<file path="src/hdl/bpg_cfg.svh">
// register offsets, field positions, reset values and timing counts
`ifndef BPG_CFG_SVH
`define BPG_CFG_SVH
`define BPG_ADDR_OV          8'h14
`define BPG_ADDR_OC          8'h15
`define BPG_ADDR_SOC0        8'h16
`define BPG_OV_THR_HI        7
`define BPG_OV_THR_LO        3
`define BPG_OV_HYS_HI        2
`define BPG_OV_HYS_LO        1
`define BPG_OV_DGT_BIT       0
`define BPG_OC_THR_HI        7
`define BPG_OC_THR_LO        5
`define BPG_OC_DGT_HI        4
`define BPG_OC_DGT_LO        3
`define BPG_OV_HYS_RST       2'h0
`define BPG_OV_DGT_RST       1'h0
`define BPG_OC_DGT_RST       2'h1
`define BPG_SOC0_RST         8'h7D
`define BPG_OV_CODE_MAX      5'h18
`define BPG_OV_MV_BASE       16'd3550
`define BPG_OV_MV_STEP       16'd50
`define BPG_HYS_PCT_0        4'h2
`define BPG_HYS_PCT_1        4'h4
`define BPG_HYS_PCT_2        4'h6
`define BPG_HYS_PCT_3        4'h8
`define BPG_PCT_DIV          32'h64
`define BPG_SOC0_MV_BASE     16'h09C4
`define BPG_SOC0_MV_STEP     16'h0008
`define BPG_CLK_HZ           20000000
`define BPG_MS_CYCLES        (`BPG_CLK_HZ / 1000)
`define BPG_MS_W             15
`define BPG_MS_CNT_W         10
`define BPG_MS_PER_HALF_S    10'd500
`define BPG_MS_PER_S         10'd1000
`define BPG_MS_5             10'd5
`define BPG_MS_10            10'd10
`define BPG_MS_20            10'd20
`define BPG_MS_40            10'd40
`endif

</file>
<file path="src/hdl/bpg_pkg.sv">
// types shared by the protection configuration bank
`default_nettype none
package bpg_pkg;
    typedef enum logic [1:0] {BPG_OK, BPG_QUAL, BPG_FAULT} bpg_state_e;
endpackage
`default_nettype wire

</file>
<file path="src/hdl/bpg_deglitch.sv">
// qualification timer: fault after condition persists, release on clear
`default_nettype none
`include "bpg_cfg.svh"
module bpg_deglitch
    import bpg_pkg::*;
(
    input  wire logic                     clock_i,   // system clock
    input  wire logic                     reset_i,   // async reset, high
    input  wire logic                     ms_tick_i, // one-cycle 1 ms pulse
    input  wire logic                     trip_i,    // condition present
    input  wire logic                     clear_i,   // condition released
    input  wire logic [`BPG_MS_CNT_W-1:0] limit_i,   // qualify time in ms
    output var  logic                     fault_o    // qualified fault
);
    bpg_state_e                 state_q;
    logic [`BPG_MS_CNT_W-1:0]   cnt_q;

    // state machine with ms counter
    always_ff @(posedge clock_i or posedge reset_i)
    begin
        if (reset_i)
        begin
            state_q <= BPG_OK;
            cnt_q   <= '0;
            fault_o <= 1'b0;
        end
        else
        begin
            unique case (state_q)
                BPG_OK:
                begin
                    cnt_q <= '0;
                    if (trip_i)
                        state_q <= BPG_QUAL;
                end
                BPG_QUAL:
                begin
                    if (!trip_i)
                        state_q <= BPG_OK;
                    else if (ms_tick_i)
                    begin
                        if (cnt_q + 1'b1 >= limit_i)
                        begin
                            state_q <= BPG_FAULT;
                            fault_o <= 1'b1;
                        end
                        cnt_q <= cnt_q + 1'b1;
                    end
                end
                BPG_FAULT:
                begin
                    if (clear_i)
                    begin
                        state_q <= BPG_OK;
                        fault_o <= 1'b0;
                    end
                end
                default:
                    state_q <= BPG_OK;
            endcase
        end
    end
endmodule
`default_nettype wire

</file>
<file path="src/hdl/bpg_regs.sv">
// battery protection and gauge configuration register slice
// How it works
// - ov codes 10100-11000 4.55-4.75V, above 4.80V
// - ov threshold bits 7:3, 3.55V plus 50mV steps
// - hysteresis bits 2:1, reset 00, 2-8 percent
// - bit 0 deglitch, 0 half second, 1 second
// - oc threshold bits 7:5, 25 to 400 mA
// - oc deglitch bits 4:3, reset 01, 5-40ms
// - zero-percent breakpoint full eight bit value
// - breakpoint resets to 7D, 3.5 V
`default_nettype none
`include "bpg_cfg.svh"
module bpg_regs
    import bpg_pkg::*;
#(
    parameter logic [4:0] OV_THR_RST = 5'h0D, // factory trim value
    parameter logic [2:0] OC_THR_RST = 3'h3   // factory trim value
)
(
    input  wire logic        clock_i,       // 20 MHz system clock
    input  wire logic        reset_i,       // async reset, high
    input  wire logic [7:0]  reg_addr_i,    // register address
    input  wire logic        reg_wr_i,      // write strobe
    input  wire logic [7:0]  reg_wdata_i,   // write data
    input  wire logic        reg_rd_i,      // read strobe
    input  wire logic [15:0] vbat_mv_i,     // battery voltage in mV
    input  wire logic [8:0]  ichg_ma_i,     // charge current in mA
    output logic      [7:0]  reg_rdata_o,   // read data, registered
    output logic      [15:0] ov_thr_mv_o,   // ov threshold in mV
    output logic      [8:0]  oc_thr_ma_o,   // oc threshold in mA
    output logic      [15:0] soc0_mv_o,     // zero-percent voltage mV
    output logic             ov_fault_o,    // qualified overvoltage
    output logic             oc_fault_o     // qualified overcurrent
);
    // ==========================================================
    // register storage
    logic [4:0] ov_thr_q;
    logic [1:0] ov_hys_q;
    logic       ov_dgt_q;
    logic [2:0] oc_thr_q;
    logic [1:0] oc_dgt_q;
    logic [7:0] soc0_q;

    // overvoltage setting writes
    always_ff @(posedge clock_i or posedge reset_i)
    begin
        if (reset_i)
        begin
            ov_thr_q <= OV_THR_RST;
            ov_hys_q <= `BPG_OV_HYS_RST;
            ov_dgt_q <= `BPG_OV_DGT_RST;
        end
        else if (reg_wr_i && reg_addr_i == `BPG_ADDR_OV)
        begin
            ov_thr_q <= reg_wdata_i[`BPG_OV_THR_HI:`BPG_OV_THR_LO];
            ov_hys_q <= reg_wdata_i[`BPG_OV_HYS_HI:`BPG_OV_HYS_LO];
            ov_dgt_q <= reg_wdata_i[`BPG_OV_DGT_BIT];
        end
    end

    // overcurrent setting writes, low bits reserved
    always_ff @(posedge clock_i or posedge reset_i)
    begin
        if (reset_i)
        begin
            oc_thr_q <= OC_THR_RST;
            oc_dgt_q <= `BPG_OC_DGT_RST;
        end
        else if (reg_wr_i && reg_addr_i == `BPG_ADDR_OC)
        begin
            oc_thr_q <= reg_wdata_i[`BPG_OC_THR_HI:`BPG_OC_THR_LO];
            oc_dgt_q <= reg_wdata_i[`BPG_OC_DGT_HI:`BPG_OC_DGT_LO];
        end
    end

    // breakpoint writes
    always_ff @(posedge clock_i or posedge reset_i)
    begin
        if (reset_i)
            soc0_q <= `BPG_SOC0_RST;
        else if (reg_wr_i && reg_addr_i == `BPG_ADDR_SOC0)
            soc0_q <= reg_wdata_i;
    end

    // ==========================================================
    // read back, unmapped reads zero
    always_ff @(posedge clock_i or posedge reset_i)
    begin
        if (reset_i)
            reg_rdata_o <= 8'h00;
        else if (reg_rd_i)
        begin
            unique case (reg_addr_i)
                `BPG_ADDR_OV:   reg_rdata_o <= {ov_thr_q, ov_hys_q, ov_dgt_q};
                `BPG_ADDR_OC:   reg_rdata_o <= {oc_thr_q, oc_dgt_q, 3'h0};
                `BPG_ADDR_SOC0: reg_rdata_o <= soc0_q;
                default:        reg_rdata_o <= 8'h00;
            endcase
        end
    end

    // ==========================================================
    // threshold decoding
    logic [4:0]  ov_code;
    logic [15:0] ov_mv;
    logic [3:0]  hys_pct;
    logic [15:0] rel_mv;
    logic [8:0]  oc_ma;
    logic [15:0] soc0_mv;

    always_comb
    begin
        ov_code = (ov_thr_q > `BPG_OV_CODE_MAX) ? (`BPG_OV_CODE_MAX + 5'h01) : ov_thr_q;
        ov_mv   = `BPG_OV_MV_BASE + 16'(ov_code) * `BPG_OV_MV_STEP;
        // release percentage per hysteresis code
        unique case (ov_hys_q)
            2'h0:    hys_pct = `BPG_HYS_PCT_0;
            2'h1:    hys_pct = `BPG_HYS_PCT_1;
            2'h2:    hys_pct = `BPG_HYS_PCT_2;
            default: hys_pct = `BPG_HYS_PCT_3;
        endcase
        // release at threshold less 2/4/6/8 percent, truncated down
        rel_mv  = ov_mv - 16'((32'(ov_mv) * 32'(hys_pct)) / `BPG_PCT_DIV);
        unique case (oc_thr_q)
            3'h0:    oc_ma = 9'd25;
            3'h1:    oc_ma = 9'd50;
            3'h2:    oc_ma = 9'd100;
            3'h3:    oc_ma = 9'd150;
            3'h4:    oc_ma = 9'd200;
            3'h5:    oc_ma = 9'd250;
            3'h6:    oc_ma = 9'd300;
            default: oc_ma = 9'd400;
        endcase
        soc0_mv = `BPG_SOC0_MV_BASE + 16'(soc0_q) * `BPG_SOC0_MV_STEP;
    end

    // decoded values registered so every output leaves a flip-flop
    always_ff @(posedge clock_i or posedge reset_i)
    begin
        if (reset_i)
        begin
            ov_thr_mv_o <= 16'h0000;
            oc_thr_ma_o <= 9'h000;
            soc0_mv_o   <= 16'h0000;
        end
        else
        begin
            ov_thr_mv_o <= ov_mv;
            oc_thr_ma_o <= oc_ma;
            soc0_mv_o   <= soc0_mv;
        end
    end

    // ==========================================================
    // 1 ms tick divider
    // one registered tick shared so both qualifiers count alike
    logic [`BPG_MS_W-1:0] div_q;
    logic                 ms_tick_q;

    always_ff @(posedge clock_i or posedge reset_i)
    begin
        if (reset_i)
        begin
            div_q     <= '0;
            ms_tick_q <= 1'b0;
        end
        else
        begin
            ms_tick_q <= (div_q == `BPG_MS_W'(`BPG_MS_CYCLES - 1));
            div_q     <= (div_q == `BPG_MS_W'(`BPG_MS_CYCLES - 1)) ? '0 : div_q + 1'b1;
        end
    end

    // deglitch limits
    logic [`BPG_MS_CNT_W-1:0] ov_lim;
    logic [`BPG_MS_CNT_W-1:0] oc_lim;

    always_comb
    begin
        ov_lim = ov_dgt_q ? `BPG_MS_PER_S : `BPG_MS_PER_HALF_S;
        unique case (oc_dgt_q)
            2'h0:    oc_lim = `BPG_MS_5;
            2'h1:    oc_lim = `BPG_MS_10;
            2'h2:    oc_lim = `BPG_MS_20;
            default: oc_lim = `BPG_MS_40;
        endcase
    end

    // ==========================================================
    // fault qualifiers
    // comparator conditions feeding the qualifiers
    logic ov_trip;
    logic ov_clear;
    logic oc_trip;
    logic oc_clear;

    assign ov_trip  = vbat_mv_i >= ov_mv;
    assign ov_clear = vbat_mv_i < rel_mv;
    assign oc_trip  = ichg_ma_i >= oc_ma;
    assign oc_clear = !oc_trip;

    bpg_deglitch u_ov
    (
        .clock_i   (clock_i),
        .reset_i   (reset_i),
        .ms_tick_i (ms_tick_q),
        .trip_i    (ov_trip),
        .clear_i   (ov_clear),
        .limit_i   (ov_lim),
        .fault_o   (ov_fault_o)
    );

    bpg_deglitch u_oc
    (
        .clock_i   (clock_i),
        .reset_i   (reset_i),
        .ms_tick_i (ms_tick_q),
        .trip_i    (oc_trip),
        .clear_i   (oc_clear),
        .limit_i   (oc_lim),
        .fault_o   (oc_fault_o)
    );
endmodule
`default_nettype wire

</file>
<file path="config.mk">
export PLATFORM = sky130hd
export DESIGN_NAME = bpg_regs
export DESIGN_NICKNAME = d
export VERILOG_FILES = /design/src/hdl/bpg_pkg.sv /design/src/hdl/bpg_deglitch.sv /design/src/hdl/bpg_regs.sv
export VERILOG_INCLUDE_DIRS = /design/src /design/src/hdl
export SDC_FILE = /design/constraint.sdc
export NUM_CORES = 1
export LEC_CHECK = 0
export BUFFER_PORTS_ARGS = -buffer_cell sky130_fd_sc_hd__buf_2
export CAP_MARGIN = 10
export CORE_MARGIN = 2
export CORE_UTILIZATION = 45
export CTS_BUF_LIST = sky130_fd_sc_hd__clkbuf_8
export DETAILED_ROUTE_END_ITERATION = 16
export GPL_ROUTABILITY_DRIVEN = 0
export PLACE_DENSITY = 0.7
export SYNTH_ARGS = -nofsm -noshare
export SYNTH_HDL_FRONTEND = slang
export SYNTH_SLANG_ARGS = --single-unit
</file>
<file path="constraint.sdc">
create_clock -name clock_i -period 34.3 [get_ports clock_i]
set_clock_uncertainty 0.15 [all_clocks]
set_input_delay 1.715 -clock clock_i [delete_from_list [all_inputs] [get_ports clock_i]]
set_output_delay 1.715 -clock clock_i [all_outputs]
set_load 0.01 [all_outputs]
</file>
==> results of run 1 <==
==> cell families after synthesis <==
family | Yosys count
xor+xnor | 62
compound gates | 355
mux | 33
fa+ha+maj | 125
simple gates | 410
flops | 103
other cells | 2
buf+inv | 122
==> layout make-up <==
type | count | area share (%)
clock buffer | 9 | 1.09
clock inverter | 7 | 0.715
inverter | 83 | 2.76
multi-input combinational | 995 | 65.2
sequential | 103 | 22.8
tap | 313 | 3.44
timing repair buffer | 89 | 3.98
==> layer usage <==
metal	wire, um	track usage, %	part of all wire (%)
met5	0	0	0
met4	318	4.24	1.2
met3	1910	3.74	7.4
met2	11400	33.4	44
met1	12200	30.3	47
==> cell usage in the layout (no fill, tap or decap), types with 28 or more instances in the layout <==
| cell type | instances |
|---|---|
| o21ai_0 | 71 |
| xnor2_1 | 36 |
| dfrtp_1 | 91 |
| ha_1 | 112 |
| inv_1 | 82 |
| a21o_1 | 28 |
| nor2_1 | 85 |
| a21oi_1 | 65 |
| nand2_1 | 96 |
| nand3_1 | 48 |
| buf_2 | 86 |
==> how the worst max path moves through the flow <==
stage                start           end  slack (ps)  cells past startpoint
3_3_place_gp   ov_thr_q[3]  u_ov.fault_o       17800                     61
2_1_floorplan  ov_thr_q[3]  u_ov.fault_o       19500                     65
6_report       ov_thr_q[3]  u_ov.fault_o       17300                     62
5_1_grt        ov_thr_q[3]  u_ov.fault_o       15910                     63
4_1_cts        ov_thr_q[3]  u_ov.fault_o       17510                     63
3_5_place_dp   ov_thr_q[3]  u_ov.fault_o       17560                     63
==> state kept, by name (all words and copies together), names as in the netlist, 2 cells and up <==
name,flops
ov_thr_q,5
div_q,15
soc0_mv_o,11
u_oc.state_q,2
ov_thr_mv_o,12
u_ov.state_q,2
oc_dgt_q,2
reg_rdata_o,8
oc_thr_q,3
oc_thr_ma_o,9
u_ov.cnt_q,10
u_oc.cnt_q,10
soc0_q,8
ov_hys_q,2
==> stage by stage <==
stage / instances / cell area, sq um / util (%) / setup slack [ps] / hold slack, ps
floorplan: 1220 / 10500 / - / 19500 / 219
global placement: 1583 / 11200 / 49.0 / 17800 / 242
detailed placement: 1583 / 11200 / 49.0 / 17560 / 247
CTS: 1599 / 11400 / 49.9 / 17510 / 265
global route: 1599 / 11400 / 49.9 / 15910 / 274
finish: 1599 / 11400 / 49.9 / 17300 / 262
==> results by group, run 1 <==
Run status
  – Status: complete, no violations

Place
  – Port bufs: 86
  – DP HPWL: between 20,000 and 25,000 um

Setup path
  – Arrival @ worst endpoint: ~17,000 ps
  – Critical-path cell with the highest stage delay: or4b_2
  – R2R Setup Slk: between 15,000 and 20,000 ps
  – R2R cell count: 62
  – Data required, critical path: 34,440 ps
  – Worst r2r src: ov_thr_q[3]
  – Worst R2R End: u_ov.fault_o
  – Crit-path max cell delay: between 600 and 700 ps
  – Crit-path max FO: 12
  – Crit path max-delay family: compound AO/OA/AOI/OAI gates
  – Critical Path Source Type: flip-flop
  – Worst Setup Path Type: reg -> reg
  – WP buf/inv: 5
  – CP endpoint kind: flip-flop

Min path
  – Hold path startpoint: soc0_q[2]
  – Worst min path class: reg -> reg
  – Worst hold path endpoint: soc0_mv_o[5]
  – Cells on Worst Hold Path: 0

Floorplanning
  – Num rows: 55
  – Die Height: 157 um
  – DIE WIDTH: between 150 and 200 um
  – I/O pins: 96
  – Core area: about 0.023 sq mm
  – Die footprint: 0.0246 sq mm
  – Initial Util: a little under half

Route
  – WL/cell: 16.1 um
  – DRC viols: 0
  – Iter 0 DRT Violations: 689
  – Post-route ant nets: 0
  – DR vias/cell: 5.81
  – Routed vias: 9,286
  – Drt pass-1 iters: 5
  – Drt total wl: about 26,000 um

GRT
  – Total GRT Usage: 21.1%
  – Vias in the first global route: roughly 8,600
  – Initial antenna violation count: 0
  – Global route total overflow: 0
  – Global-route wire length before repair: 42,600 um
  – Largest net degree at the start of global routing: 57

Clock tree
  – # Post-CTS Setup Buffers: 0
  – H-tree depth: 3
  – Hold Buf Count CTS: 0
  – Root Driver: clkbuf_8
  – CTS tree: yes
  – Clk_lat worst skew: 390 ps
  – # clock sinks: 103
  – CTS buffer count: 9
  – Clk slew on worst S/H paths: 110 ps
  – Worst-case clock buffer depth: 2
  – Post-CTS sizing: 0

Final layout
  – Layout cells sized above 1: 16.3%
  – Antenna Cells: 0
  – Number of fill cells: 2,149
  – Synthesis-to-finish area growth: 8.37%
  – Layout net count: approximately 1,500
  – Multi-input logic area: 0.00742 sq mm
  – Register Area: 0.00259 sq mm

Logic synthesis
  – Most frequent cell after synthesis: ha_1
  – Ys flop type: dfrtp_1
  – Post-synth top area share: 21.7%
  – Top cells by area, synth: dfrtp_1 22%, ha_1 13%, nand2_1 3.4%
  – Post-Synth Simple-Gate Area: 20.4%
  – Post-Synth XOR/XNOR Area: between 5 and 6%
  – Post-synth top area cell: dfrtp_1
  – Synth Area in Adders: around 16%
  – Synth top cells by count: 112 x ha_1, 96 x nand2_1, 91 x dfrtp_1
  – Main combinational cell family by area after synthesis: compound AO/OA/AOI/OAI gates
  – Synthesis Warnings: 0
  – Sequential element share of the synthesized area: between 20% and 30%
  – Synthesized area per cell: roughly 8.7 sq um
  – Gate Count Post-Synth: 1,212
  – Mux share of post-synthesis cell area: 3.61%
  – Synth Area in Compound Gates: 25.1%
  – Post-synth EDFFs: 0
  – Post-synthesis cell type count: about 110
  – #FFs+latches synth: between 100 and 150
  – Ys async rst share: 100%
  – Synth Cell Area: around 0.010 sq mm

Timing
  – Tmin final: 17,000 ps
  – Setup TNS: 0 ps
  – Final critical-path share of the clock period: between 40 and 50%
  – Worst-Margin Slew: approximately 900 ps
  – Slew margin rel.: between 40 and 50%
  – Final setup violation count: 0
  – Unrepaired setup endpoints after global routing: no
  – Final Slew Violations: 0
  – Fmax: 58.8 MHz
  – Number of hold violations in the final report: 0

Run
  – Max-cap viol count: 0
Power of run 1 is not shown: default switching activity piles up to over one toggle a cycle in this logic, so the estimate is an artifact.
==> run 2: changes to the inputs <==
--- a/config.mk
+++ b/config.mk
@@ -13,7 +13,7 @@
 export CTS_BUF_LIST = sky130_fd_sc_hd__clkbuf_8
 export DETAILED_ROUTE_END_ITERATION = 16
 export GPL_ROUTABILITY_DRIVEN = 0
-export PLACE_DENSITY = 0.7
+export PLACE_DENSITY = 0.73
 export SYNTH_ARGS = -nofsm -noshare
 export SYNTH_HDL_FRONTEND = slang
 export SYNTH_SLANG_ARGS = --single-unit
==> constraint.sdc (replaced) <==
create_clock -name clock_i -period 14.8 [get_ports clock_i]
set_clock_uncertainty 0.15 [all_clocks]
set_input_delay 0.74 -clock clock_i [delete_from_list [all_inputs] [get_ports clock_i]]
set_output_delay 0.74 -clock clock_i [all_outputs]
set_load 0.01 [all_outputs]
==> run 2 against run 1 <==
Utilization grew 12 points. Sequential share of layout area is 4.4 points lower. Register-to-register slack worse by 17000 ps. Highest routed layer is now met5.
==> results by group, run 2 (same netlist as run 1, synthesis figures left out) <==
Clock tree
  – # clock sinks: 103
  – Hold Buf Count CTS: 0
  – Worst-case clock buffer depth: 2
  – Clk slew on worst S/H paths: about 100 ps
  – Root Driver: clkbuf_8
  – CTS buffer count: 9
  – Clk_lat worst skew: about 370 ps
  – H-tree depth: 3
  – CTS tree: yes

Timing
  – Slew margin rel.: 25.4%
  – Tmin final: 14,600 ps
  – Unrepaired setup endpoints after global routing: yes
  – Fmax: a little under 70 MHz
  – Final critical-path share of the clock period: 98.7%
  – Number of hold violations in the final report: 0
  – Final setup violation count: 0
  – Final Slew Violations: 0
  – Setup TNS: 0 ps
  – Worst-Margin Slew: 1110 ps

Setup path
  – CP endpoint kind: flip-flop
  – Worst R2R End: u_ov.fault_o
  – Crit path max-delay family: compound AO/OA/AOI/OAI gates
  – Crit-path max FO: 8
  – Critical-path cell with the highest stage delay: fa_1
  – Worst Setup Path Type: reg -> reg
  – Critical Path Source Type: flip-flop
  – R2R cell count: 64
  – Crit-path most repeated cell: ha_4
  – Arrival @ worst endpoint: 14,700 ps
  – WP buf/inv: 8
  – Crit-path max cell delay: between 500 and 600 ps
  – Worst r2r src: ov_thr_q[3]
  – R2R Setup Slk: roughly 200 ps
  – Data required, critical path: 14,900 ps

Min path
  – Hold path startpoint: soc0_q[0]
  – Worst min path class: reg -> reg
  – Worst hold path endpoint: soc0_mv_o[3]
  – Cells on Worst Hold Path: 0

Route
  – DR vias/cell: 5.79
  – WL/cell: 16.8 um
  – Post-route ant nets: 0
  – Drt pass-1 iters: 5
  – Drt total wl: 30,700 um
  – Iter 0 DRT Violations: 784
  – DRC viols: 0
  – Routed vias: 10,600

Run
  – Max-cap viol count: 0

Final layout
  – Max reg flops: 15
  – Synthesis-to-finish area growth: 34.2%
  – Commonest cells after routing, fill and taps aside: 227 x buf_4, 100 x ha_1, 91 x dfrtp_1, 90 x nand2_1, 86 x buf_2
  – Largest regs: div_q x15, ov_thr_mv_o x12, soc0_mv_o x11
  – Leading cell type in the layout, fill and taps excluded: buf_4
  – Layout cells sized above 1: between 30% and 40%
  – Largest Register: div_q
  – Layout net count: 1,680

GRT
  – Total GRT Usage: a little under a quarter
  – Global-route wire length before repair: roughly 47,000 um
  – Initial antenna violation count: 1
  – Vias in the first global route: ~9,600
  – Global route total overflow: 0
  – Largest net degree at the start of global routing: between 50 and 60

Floorplanning
  – Initial Util: 46.1%
  – DIE WIDTH: 157 um
  – Die Height: 157 um
  – Core area: 0.0228 sq mm
  – Num rows: 55
  – Die footprint: 0.0246 sq mm
  – I/O pins: 96

Place
  – DP HPWL: 22,400 um
  – Port bufs: 86

Run status
  – Status: complete, no violations
run 2: cell types whose count changed in the layout (fill, tap and decap cells not counted), sizes merged:
cell	delta
diode	+1
bufinv	+3
clkinv	-2
buf	+229
inv	-1
run 2: final cells by class:
class / count / area, sq um
Antenna cell: 1 / 2.50
Clock buffer: 9 / 124
Tap cell: 313 / 392
Clock inverter: 7 / 131
Fill cell: 1805 / 8690
Sequential cell: 103 / 2590
Timing Repair Buffer: 318 / 2210
Inverter: 83 / 314
Multi-Input combinational cell: 995 / 8330
run 2: timing repair:
item                                    CTS  global route
pin swaps                                 3            64
resized for setup                        27           153
buffers inserted                          2            28
endpoints found under the setup margin    2             2
run 2: worst max-delay path by stage:
stage                      from  cells after the start      endpoint
global route        ov_thr_q[3]                     66  u_ov.fault_o
CTS                 ov_thr_q[3]                     63  u_ov.fault_o
floorplan           ov_thr_q[3]                     65  u_ov.fault_o
finish              ov_thr_q[3]                     64  u_ov.fault_o
global placement    ov_thr_q[3]                     67  u_ov.fault_o
detailed placement  ov_thr_q[3]                     65  u_ov.fault_o
run 2: per-stage QoR:
step / utilization, % / area [sq um] / cells / hold slack, ps / setup WS (ps)
3_3_place_gp: 55.7 / 12700 / 1782 / 240 / -350
3_5_place_dp: 55.7 / 12700 / 1782 / 241 / -770
4_1_cts: 57.4 / 13100 / 1800 / 263 / 2.14
5_1_grt: 61.8 / 14100 / 1828 / 275 / -405
6_report: 61.9 / 14100 / 1829 / 265 / 199
2_1_floorplan: - / 10500 / 1220 / 219 / 2.87
run 2: metal layers:
metal  part of all wire (%)  global-route usage, %  vias up
met3                    6.7                   2.99       64
li1                       -                      -     5025
met5                  0.062                      0        -
met2                     47                   37.9      424
met4                    1.8                   4.67        2
met1                     44                   32.9     5066
Power of run 2 is left out for the same reason.
